### src/local_bus_arb_pkg.sv
// Constants and carrier types for the local bus arbitration and burst interface
package local_bus_arb_pkg;
   localparam int unsigned ADDR_W        = 32;
   localparam int unsigned REG_ADDR_W    = 12;
   localparam int unsigned BEAT_W        = 3;
   localparam logic [2:0]  READ_BEATS    = 3'h4;
   localparam logic [2:0]  MAX_BEATS     = 3'h4;
   localparam logic [2:0]  MIN_BEATS     = 3'h1;
   localparam logic [3:0]  LINE_OFS_ZERO = 4'h0;
   localparam int unsigned LINE_OFS_W    = 4;
   localparam logic [1:0]  SEL_WINDOW    = 2'h3;
   localparam logic        LEGACY_LEVEL  = 1'b0;

   typedef enum logic [2:0] {
      M_IDLE   = 3'b000,
      M_REQ    = 3'b001,
      M_GRANT  = 3'b010,
      M_ADDR   = 3'b011,
      M_DATA   = 3'b100,
      M_NEGATE = 3'b101
   } mst_state_t;

   typedef enum logic [1:0] {
      E_IDLE   = 2'b00,
      E_ASSERT = 2'b01,
      E_NEGATE = 2'b10
   } err_state_t;

   typedef struct packed {
      logic [ADDR_W-1:0] addr;
      logic              write;
      logic [BEAT_W-1:0] beats;
   } mst_cmd_t;

   typedef struct packed {
      logic       done;
      logic       error;
   } mst_status_t;
endpackage

### src/local_bus_arb_burst.sv
// Local bus arbitration, address, burst and bus error logic of the bridge
// Overview of operation
// - Register accesses decode only the low 12 address bits.
// - As master, address is driven out after a rising clock edge.
// - The bus owner holds bus busy low for its whole tenure.
// - Busy asserted from clock edge; driven high before release to tristate.
// - New personality asserts busy one clock after grant is received.
// - When not driving busy, the line is sampled every rising edge.
// - Grant input is sampled on the rising clock edge.
// - Master burst writes flag second-to-last beat; two to four beats (code takes the count from MST_CMD_I.beats unchecked).
// - Master burst reads are aligned four-beat lines, cut short only by a bus error.
// - As slave, burst flag marks second-to-last beat; two to four beats.
// - Burst pin low at reset selects legacy master personality.
// - Bus error driven only as slave, negated before tristate.
// - As master, bus error is sampled each rising edge.
// - Bus request asserted for ownership, released from a clock edge.
`timescale 1ns/1ps
`default_nettype none
module local_bus_arb_burst
   import local_bus_arb_pkg::*;
(
   input  wire logic                  CORE_CLK_I,
   input  wire logic                  RESETN_I,
   input  wire logic                  MST_REQ_I,
   input  wire mst_cmd_t              MST_CMD_I,
   output var  logic                  MST_BUSY_O,
   output var  mst_status_t           MST_STATUS_O,
   output var  logic                  LEGACY_MODE_O,
   input  wire logic                  SLV_ERR_I,
   output var  logic                  REG_ACCESS_O,
   output var  logic [REG_ADDR_W-1:0] REG_ADDR_O,
   output var  logic                  SLV_LAST_O,
   input  wire logic                  BUS_GRANT_N_I,
   output var  logic                  BUS_REQUEST_N_O,
   input  wire logic                  BUS_BUSY_N_I,
   output var  logic                  BUS_BUSY_N_O,
   output var  logic                  BUS_BUSY_OE_O,
   input  wire logic [ADDR_W-1:0]     ADDR_I,
   output var  logic [ADDR_W-1:0]     ADDR_O,
   output var  logic                  ADDR_OE_O,
   input  wire logic                  BURST_IN_PROGRESS_N_I,
   output var  logic                  BURST_IN_PROGRESS_N_O,
   output var  logic                  BURST_IN_PROGRESS_OE_O,
   input  wire logic                  BUS_ERROR_N_I,
   output var  logic                  BUS_ERROR_N_O,
   output var  logic                  BUS_ERROR_OE_O,
   input  wire logic                  TRANSFER_START_N_I,
   input  wire logic                  REGISTER_SELECT_N_I,
   input  wire logic                  TRANSFER_ACK_N_I
);

   // Personality capture
   logic       strap_done_q;
   logic       legacy_q;

   always_ff @(posedge CORE_CLK_I or negedge RESETN_I) begin
      if (!RESETN_I) begin
         strap_done_q <= 1'b0;
         legacy_q     <= 1'b0;
      end else if (!strap_done_q) begin
         strap_done_q <= 1'b1;
         legacy_q     <= (BURST_IN_PROGRESS_N_I == LEGACY_LEVEL);
      end
   end

   // Master sequencer
   mst_state_t        m_state_q, m_state_d;
   mst_cmd_t          cmd_q;
   logic [BEAT_W-1:0] beats_left_q, beats_left_d;
   mst_status_t       status_q, status_d;

   wire bus_free   = !BUS_GRANT_N_I && BUS_BUSY_N_I;
   wire beat_ack   = (m_state_q == M_DATA) && !TRANSFER_ACK_N_I;
   wire mst_err    = (m_state_q == M_DATA) && !BUS_ERROR_N_I;
   wire last_ack   = beat_ack && (beats_left_q == MIN_BEATS);
   wire start_ok   = (m_state_q == M_IDLE) && MST_REQ_I && strap_done_q;
   wire [BEAT_W-1:0] req_beats = MST_CMD_I.write ? MST_CMD_I.beats : READ_BEATS;
   wire [ADDR_W-1:0] req_addr  = MST_CMD_I.write ? MST_CMD_I.addr :
      {MST_CMD_I.addr[ADDR_W-1:LINE_OFS_W], LINE_OFS_ZERO};

   always_comb begin
      m_state_d = m_state_q;
      unique case (m_state_q)
         M_IDLE:   if (start_ok) m_state_d = M_REQ;
         M_REQ:    if (bus_free) m_state_d = legacy_q ? M_ADDR : M_GRANT;
         M_GRANT:  m_state_d = M_ADDR;
         M_ADDR:   m_state_d = M_DATA;
         M_DATA:   if (mst_err || last_ack) m_state_d = M_NEGATE;
         M_NEGATE: m_state_d = M_IDLE;
         default:  m_state_d = M_IDLE;
      endcase
   end

   assign beats_left_d = start_ok ? req_beats :
                         beat_ack ? beats_left_q - MIN_BEATS : beats_left_q;
   assign status_d.done  = (m_state_q == M_DATA) && (m_state_d == M_NEGATE);
   assign status_d.error = mst_err;

   wire own_d   = (m_state_d == M_ADDR) || (m_state_d == M_DATA);
   wire drive_d = own_d || (m_state_d == M_NEGATE);

   always_ff @(posedge CORE_CLK_I or negedge RESETN_I) begin
      if (!RESETN_I) begin
         m_state_q    <= M_IDLE;
         cmd_q        <= '0;
         beats_left_q <= '0;
         status_q     <= '0;
      end else begin
         m_state_q    <= m_state_d;
         beats_left_q <= beats_left_d;
         status_q     <= status_d;
         if (start_ok) begin
            cmd_q.addr  <= req_addr;
            cmd_q.write <= MST_CMD_I.write;
            cmd_q.beats <= req_beats;
         end
      end
   end

   // Master pin flops
   always_ff @(posedge CORE_CLK_I or negedge RESETN_I) begin
      if (!RESETN_I) begin
         BUS_REQUEST_N_O        <= 1'b1;
         BUS_BUSY_N_O           <= 1'b1;
         BUS_BUSY_OE_O          <= 1'b0;
         ADDR_O                 <= '0;
         ADDR_OE_O              <= 1'b0;
         BURST_IN_PROGRESS_N_O  <= 1'b1;
         BURST_IN_PROGRESS_OE_O <= 1'b0;
         MST_BUSY_O             <= 1'b0;
         MST_STATUS_O           <= '0;
         LEGACY_MODE_O          <= 1'b0;
      end else begin
         BUS_REQUEST_N_O        <= !(m_state_d == M_REQ);
         BUS_BUSY_N_O           <= !own_d;
         BUS_BUSY_OE_O          <= drive_d;
         ADDR_O                 <= cmd_q.addr;
         ADDR_OE_O              <= own_d;
         BURST_IN_PROGRESS_N_O  <= !(own_d && (beats_left_d > MIN_BEATS));
         BURST_IN_PROGRESS_OE_O <= drive_d;
         MST_BUSY_O             <= (m_state_d != M_IDLE);
         MST_STATUS_O           <= status_d;
         LEGACY_MODE_O          <= legacy_q;
      end
   end

   // Slave address phase and burst tracking
   logic                  slv_act_q;
   logic                  slv_sel_q;
   logic [1:0]            slv_win_q;
   logic [REG_ADDR_W-1:0] slv_addr_q;

   wire slv_start = !TRANSFER_START_N_I && (m_state_q == M_IDLE || m_state_q == M_REQ);
   wire sel_hit   = !REGISTER_SELECT_N_I && (slv_start ||
                    (slv_act_q && !slv_sel_q && slv_win_q < SEL_WINDOW));
   wire slv_beat  = slv_sel_q && !TRANSFER_ACK_N_I;
   wire slv_last  = slv_beat && BURST_IN_PROGRESS_N_I;
   wire [REG_ADDR_W-1:0] slv_addr_d = slv_start ? ADDR_I[REG_ADDR_W-1:0] : slv_addr_q;
   wire slv_act_d = slv_start || (slv_act_q && !slv_last &&
                    (slv_sel_q || sel_hit || slv_win_q < SEL_WINDOW));
   wire [1:0] slv_win_d = slv_start ? 2'h0 :
                          (slv_act_q && slv_win_q < SEL_WINDOW) ? slv_win_q + 2'h1 : slv_win_q;

   always_ff @(posedge CORE_CLK_I or negedge RESETN_I) begin
      if (!RESETN_I) begin
         slv_act_q    <= 1'b0;
         slv_sel_q    <= 1'b0;
         slv_win_q    <= '0;
         slv_addr_q   <= '0;
         REG_ACCESS_O <= 1'b0;
         REG_ADDR_O   <= '0;
         SLV_LAST_O   <= 1'b0;
      end else begin
         slv_act_q    <= slv_act_d;
         slv_sel_q    <= slv_act_d && (sel_hit || (slv_sel_q && !slv_start));
         slv_win_q    <= slv_win_d;
         slv_addr_q   <= slv_addr_d;
         REG_ACCESS_O <= sel_hit;
         REG_ADDR_O   <= slv_addr_d;
         SLV_LAST_O   <= slv_last;
      end
   end

   // Slave bus error driver
   err_state_t e_state_q, e_state_d;

   always_comb begin
      e_state_d = e_state_q;
      unique case (e_state_q)
         E_IDLE:   if (SLV_ERR_I && slv_sel_q) e_state_d = E_ASSERT;
         E_ASSERT: e_state_d = E_NEGATE;
         E_NEGATE: e_state_d = E_IDLE;
         default:  e_state_d = E_IDLE;
      endcase
   end

   always_ff @(posedge CORE_CLK_I or negedge RESETN_I) begin
      if (!RESETN_I) begin
         e_state_q      <= E_IDLE;
         BUS_ERROR_N_O  <= 1'b1;
         BUS_ERROR_OE_O <= 1'b0;
      end else begin
         e_state_q      <= e_state_d;
         BUS_ERROR_N_O  <= !(e_state_d == E_ASSERT);
         BUS_ERROR_OE_O <= (e_state_d != E_IDLE);
      end
   end
endmodule
`default_nettype wire

### config.mk
export PLATFORM = sky130hd
export DESIGN_NAME = local_bus_arb_burst
export DESIGN_NICKNAME = d
export VERILOG_FILES = /design/src/local_bus_arb_pkg.sv /design/src/local_bus_arb_burst.sv
export SDC_FILE = /design/constraint.sdc
export NUM_CORES = 1
export LEC_CHECK = 0
export BUFFER_PORTS_ARGS = -buffer_cell sky130_fd_sc_hd__buf_2
export CAP_MARGIN = 20
export CORE_ASPECT_RATIO = 1.1
export CORE_MARGIN = 4
export CORE_UTILIZATION = 25
export DETAILED_ROUTE_END_ITERATION = 10
export SYNTH_ARGS = -nofsm -noshare
export SYNTH_HDL_FRONTEND = slang
export SYNTH_SLANG_ARGS = --single-unit
### constraint.sdc
create_clock -name CORE_CLK_I -period 1.5 [get_ports CORE_CLK_I]
set_input_delay 0.15 -clock CORE_CLK_I [delete_from_list [all_inputs] [get_ports CORE_CLK_I]]
set_output_delay 0.15 -clock CORE_CLK_I [all_outputs]
set_load 0.01 [all_outputs]
# --- Word level (Yosys, flattened, before mapping) ---
# Index checks and enable logic that the tools add are counted.
totals:
  wordCells: 99
  n_memories: 0
  latch_bits: 0
  register_bits: 103
  mem_bits_ro: 0
  ram_bits: 0
classes:
  bitwise_logic: 1
  n_eq_ne: 11
  addsub: 2
  mux: 13
  reduce_logical: 46
  shift: 0
  div: 0
  n_mul: 0
  n_lt_le_gt_ge: 2
op_table:
  columns: ["operator", "n"]
  rows:
  - ["1-bit logical AND", 20]
  - ["3-bit two-way mux", 6]
  - ["3-bit case mux with 5 select lines", 1]
  - ["1-bit zero test", 12]
  - ["3-bit by 1-bit equality test with 1-bit output, second input constant", 3]
  - ["3-bit by 2-bit equality test with 1-bit output, second input constant", 3]
  - ["3-bit equality test, second input constant", 3]
  - ["1-bit logical OR", 9]
  - ["2-bit two-way mux", 3]
  - ["2-bit by 1-bit equality test with 1-bit output, second input constant", 2]
  - ["4-bit two-way mux", 1]
  - ["2-bit case mux with 2 select lines", 1]
  - ["2-bit nonzero test", 2]
  - ["3-bit by 1-bit greater-than comparator with 1-bit output, second input constant", 1]
  - ["3-bit zero test", 1]
  - ["3-bit nonzero test", 1]
  - ["3-bit by 1-bit subtractor with 3-bit output, second input constant", 1]
  - ["2-bit by 1-bit adder with 2-bit output, second input constant", 1]
  - ["2-bit zero test", 1]
  - ["2-bit < comparator, second input constant", 1]
  - ["1-bit two-way mux", 1]
  - ["1-bit inverter", 1]

# --- Depth between registers and ports, before layout ---
logic_depth:
  ltp_word: 10
  mapped_depth: 6

# --- Worst setup path before layout ---
# OpenSTA, ideal clock, no wires.
synth_path:
  path_type: "reg-to-reg"
  from: "reg m_state_q[1]"
  to: "reg BURST_IN_PROGRESS_N_O"
  synth_period_minus_slack_ps: 1603
  arrival_time_ps: 1507
  setup_slack_ps: -103
  n_path_buf: 1
  path_stages_with_launch: 6
  setup_time_ps: 95
  cell_sequence: "dfrtp_1 -> buf_6 -> nor4b_4 -> mux2_1 -> mux2i_2 -> o221ai_2"
synth_lines:
  columns: ["item", "line", "rtl"]
  rows:
  - ["start: declaration", "local_bus_arb_burst.sv:67", "mst_state_t m_state_q, m_state_d;"]
  - ["start signal: assignment", "local_bus_arb_burst.sv:109", "m_state_q <= m_state_d;"]
  - ["3-bit equality test or 3-bit zero test (tied branches)", "local_bus_arb_burst.sv:73, local_bus_arb_burst.sv:76", null]
  - ["1-bit logical AND, on equally long branches", "local_bus_arb_burst.sv:73, local_bus_arb_burst.sv:76", null]
  - ["3-bit two-way mux or 1-bit logical AND (tied branches)", "local_bus_arb_burst.sv:95, local_bus_arb_burst.sv:76", null]
  - ["3-bit two-way mux (*)", "local_bus_arb_burst.sv:94", "assign beats_left_d = start_ok ? req_beats :"]
  - ["named net beats_left_d[1]", "local_bus_arb_burst.sv:69", "logic [BEAT_W-1:0] beats_left_q, beats_left_d;"]
  - ["3-bit by 1-bit greater-than comparator with 1-bit output (*)", "local_bus_arb_burst.sv:139", "BURST_IN_PROGRESS_N_O <= !(own_d && (beats_left_d > MIN_BEATS));"]
  - ["1-bit logical AND (*)", "local_bus_arb_burst.sv:139", null]
  - ["1-bit zero test (*)", "local_bus_arb_burst.sv:139", null]
  - ["end signal: assignment", "local_bus_arb_burst.sv:139", null]
  - ["end: declaration", "local_bus_arb_burst.sv:42", "output var logic BURST_IN_PROGRESS_N_O,"]
# The timed path passes the listed nets; every way through them passes the cells marked *.
# A chain may end at the register's enable or synchronous reset.

# --- Worst setup path after layout ---
layout_path:
  from: "reg m_state_q[0]"
  to: "reg BURST_IN_PROGRESS_N_O"
# Same word-level chain as after synthesis.

==> results.py <==
metrics = {
    "detailed_routing": {
        "drtIter0Drc": 49,
        "wl_per_cell_um": 13.60,
        "ant_nets": 0,
        "drt_pass1_iterations": 4,
        "wl_mm": 8.199,
        "vias": 2421,
        "drc": 0,
        "via_per_inst": 4.015,
    },
    "setup_path": {
        "timing.rr.start": "m_state_q[0]$_DFF_PN0_",
        "crit_required_ns": 1.77,
        "rr_worst_depth": 4,
        "path_class": "reg2reg",
        "worstPathArrival_ns": 1.83,
        "crit_path_start_kind": "flop",
        "endpoint": "BURST_IN_PROGRESS_N_O$_DFF_PN1_",
        "crit_path_end_kind": "flop",
        "reg2reg_setup_slack_ns": -0.07,
        "startpoint": "m_state_q[0]$_DFF_PN0_",
        "worstPathMaxFanout": 6,
        "regToRegEndpoint": "BURST_IN_PROGRESS_N_O$_DFF_PN1_",
    },
    "logic_synthesis": {
        "synthCells": 256,
        "synth.avg_cell_area_um2": 14.45,
        "synthesis.nets": 338,
        "synth_top_area_share_pct": 66.98,
        "yosysUniqueCellTypes": 43,
        "synth_top_area_cell": "dfrtp_1",
        "ys.warnings.count": 0,
        "async_flop_share_pct": 100.0,
        "synth_common_cells": "dfrtp_1, nand2_1, mux2_2",
        "yosysSeqAreaShare_pct": 69.82,
        "synth-seq-cells": 103,
        "synth-edff-count": 0,
        "synth_ff_type": "dfrtp_1",
        "syn-cell-area_mm2": 0.003699,
        "synth.area.top_cells": "dfrtp_1, mux2_2, nand2_1",
        "synth.most_common_cell": "dfrtp_1",
    },
    "clock_tree": {
        "htreeDepth": 3,
        "clk_latency_ns": 0.35,
        "clkTransAtPathRegs_ns": 0.07,
        "cts_tree": "yes",
        "cts_buffers": 9,
        "root_buffer": "clkbuf_16",
        "cts.sinks": 103,
        "clock_path_buffers": 2,
    },
    "floorplan": {
        "dieArea_mm2": 0.01681,
        "io_pins": 137,
        "core_area_mm2": 0.01445,
        "start_util_pct": 25.60,
        "fp.dieH_um": 135.6,
        "die_x_um": 124.0,
        "placementRows": 46,
    },
    "run": {
        "max_cap_viol_count": 0,
    },
    "timing": {
        "min_period_ns": 1.568,
        "skew_ns": 0.008468,
        "fin_ws_ns": -0.06779,
        "hold_viol": 0,
        "fmax_mhz": 637.8,
        "slew_violations": 0,
        "grt_setup_unrepaired": "true",
        "post-route-period-util_pct": 104.5,
        "timing.final.setup_violations": 24,
    },
    "pwr": {
        "p_leak_nw": 2.613,
        "swShare_pct": 30.59,
        "clkPwrFrac_pct": 24.8,
        "seqPwrFrac_pct": 43.2,
        "switchingPower_w": 0.003311,
        "peakVddDrop_uv": 759.1,
        "combinationalPowerShare_pct": 32.0,
        "power_density_mw_per_mm2": 2087,
        "p_int_w": 0.007514,
    },
    "global_route": {
        "grt_usage_pct": 10.25,
        "grt_max_degree": 31,
        "grt_antenna_before_repair": 1,
        "grt_pass1_vias": 2546,
        "grt_pass1_wl_mm": 12.80,
        "grt_overflow": 0,
    },
    "place": {
        "place.detailed.hpwl_mm": 5.856,
        "dp_cells": 572,
        "dpl-instance-area_mm2": 0.004629,
        "gp_congestion": 0.7046,
        "io_buffers": 116,
    },
    "layout": {
        "fin_area_mm2": 0.005186,
        "antenna_cells": 0,
        "fin_cells": 603,
        "fin_nets": 488,
        "area_growth_pct": 40.22,
        "drive_gt1_share_pct": 49.88,
    },
    "worst_hold_path": {
        "hp-class": "in2reg",
    },
    "run_status": {
        "status": "finished with violations",
        "violations": "negative setup slack",
    },
}
[placed cells by master (no fill, tap or decap), types with 3 or more instances in the layout]
| master | netlist | routed |
|---|---|---|
| nor2b_1 | 4 | 4 |
| buf_12 | 0 | 3 |
| o21ai_1 | 1 | 4 |
| mux2_2 | 18 | 18 |
| nor4b_4 | 2 | 3 |
| buf_2 | 3 | 115 |
| buf_6 | 4 | 4 |
| inv_1 | 7 | 7 |
| dfstp_2 | 4 | 4 |
| o21ai_0 | 6 | 3 |
| a21oi_1 | 4 | 3 |
| clkbuf_16 | 0 | 9 |
| dlygate4sd3_1 | 0 | 13 |
| buf_4 | 1 | 14 |
| bufinv_16 | 0 | 3 |
| mux2_4 | 10 | 11 |
| nand2_1 | 51 | 51 |
| dfrtp_2 | 0 | 3 |
| o21a_1 | 3 | 3 |
| dfrtp_1 | 99 | 96 |
| ha_1 | 3 | 3 |
| nor2_1 | 4 | 4 |
[timing repair]
action                                 in CTS  in global routing
pin swaps                                   2                  2
hold buffers                               13                  0
buffers inserted                            1                  1
endpoints found under the hold margin      34                  0
setup endpoints to repair                  52                 49
resized for setup                          12                  5
[cells by family after synthesis]
logic type	Yosys count	synth area share [%]
AO/OA/AOI/OAI	23	4.567
adder cells (fa/ha/maj)	3	1.015
buffers and inverters	18	2.842
AND/OR/NAND/NOR	74	10.42
XOR/XNOR	2	0.4737
multiplexers	32	10.76
flip-flops	103	69.82
other	1	0.1014
[stage by stage]
| step | util [%] | setup slack (ns) | hold WS [ns] | power, W | setup TNS [ns] |
|---|---|---|---|---|---|
| floorplan | - | -0.01923 | -0.1456 | 0.006678 | -0.01923 |
| global placement | 32.05 | -0.08850 | 0.1165 | 0.007936 | -1.464 |
| detailed placement | 32.05 | -0.1099 | 0.1271 | 0.008078 | -2.025 |
| CTS | 35.71 | -0.07879 | 0.002409 | 0.01097 | -1.350 |
| global route | 35.90 | -0.1359 | 0.004639 | 0.01155 | -2.371 |
| finish | 35.90 | -0.06779 | 0.01631 | 0.01083 | -0.5123 |
[critical path: stages, from the launching register on]
cell      delay, ns
dfrtp_2        0.47
nor4b_4        0.39
mux2_4         0.36
mux2i_4        0.16
o221ai_2       0.11
[power groups by stage]
stage,Clock [W],Sequential [W],Combinational [W]
2_1_floorplan,0,0.00499,0.00169
3_3_place_gp,0,0.00466,0.00328
3_5_place_dp,0,0.00472,0.00336
4_1_cts,0.00280,0.00468,0.00349
5_1_grt,0.00292,0.00482,0.00381
6_report,0.00268,0.00468,0.00347
[how the worst min path moves through the flow]
stage	start	end	slack (ns)	depth (start not counted)
floorplan	RESETN_I	ADDR_OE_O$_DFF_PN0_	-0.15	0
global placement	RESETN_I	ADDR_O[10]$_DFF_PN0_	0.12	1
detailed placement	RESETN_I	ADDR_O[10]$_DFF_PN0_	0.13	1
CTS	ADDR_I[0]	slv_addr_q[0]$_DFFE_PN0P_	0.002	3
global route	MST_CMD_I[18]	cmd_q[18]$_DFFE_PN0N_	0.005	2
finish	ADDR_I[0]	slv_addr_q[0]$_DFFE_PN0P_	0.02	3
[cell type report]
type                       instances  area [µm²]
fill                            1407        9260
sequential                       103        2586
multi-input combinational        135        1070
timing repair buffer             149       915.9
tap                              192       240.2
clock buffer                      10       229.0
clock inverter                     6       115.1
inverter                           8       30.03
[flip-flops by register name, indices dropped and copies added, names as in the netlist, 2 cells and up]
signal        count
slv_addr_q       12
m_state_q         3
MST_STATUS_O      2
e_state_q         2
slv_win_q         2
beats_left_q      3
cmd_q            32
ADDR_O           32
[routing by layer]
layer | vias up | track usage, % | routed length (µm)
li1 | 1152 | - | -
met1 | 1172 | 11.25 | 3358
met2 | 75 | 16.62 | 3946
met3 | 20 | 4.762 | 676
met4 | 2 | 5.052 | 203
met5 | - | 0 | 13
Note: power is estimated with default switching activity, not from simulation.
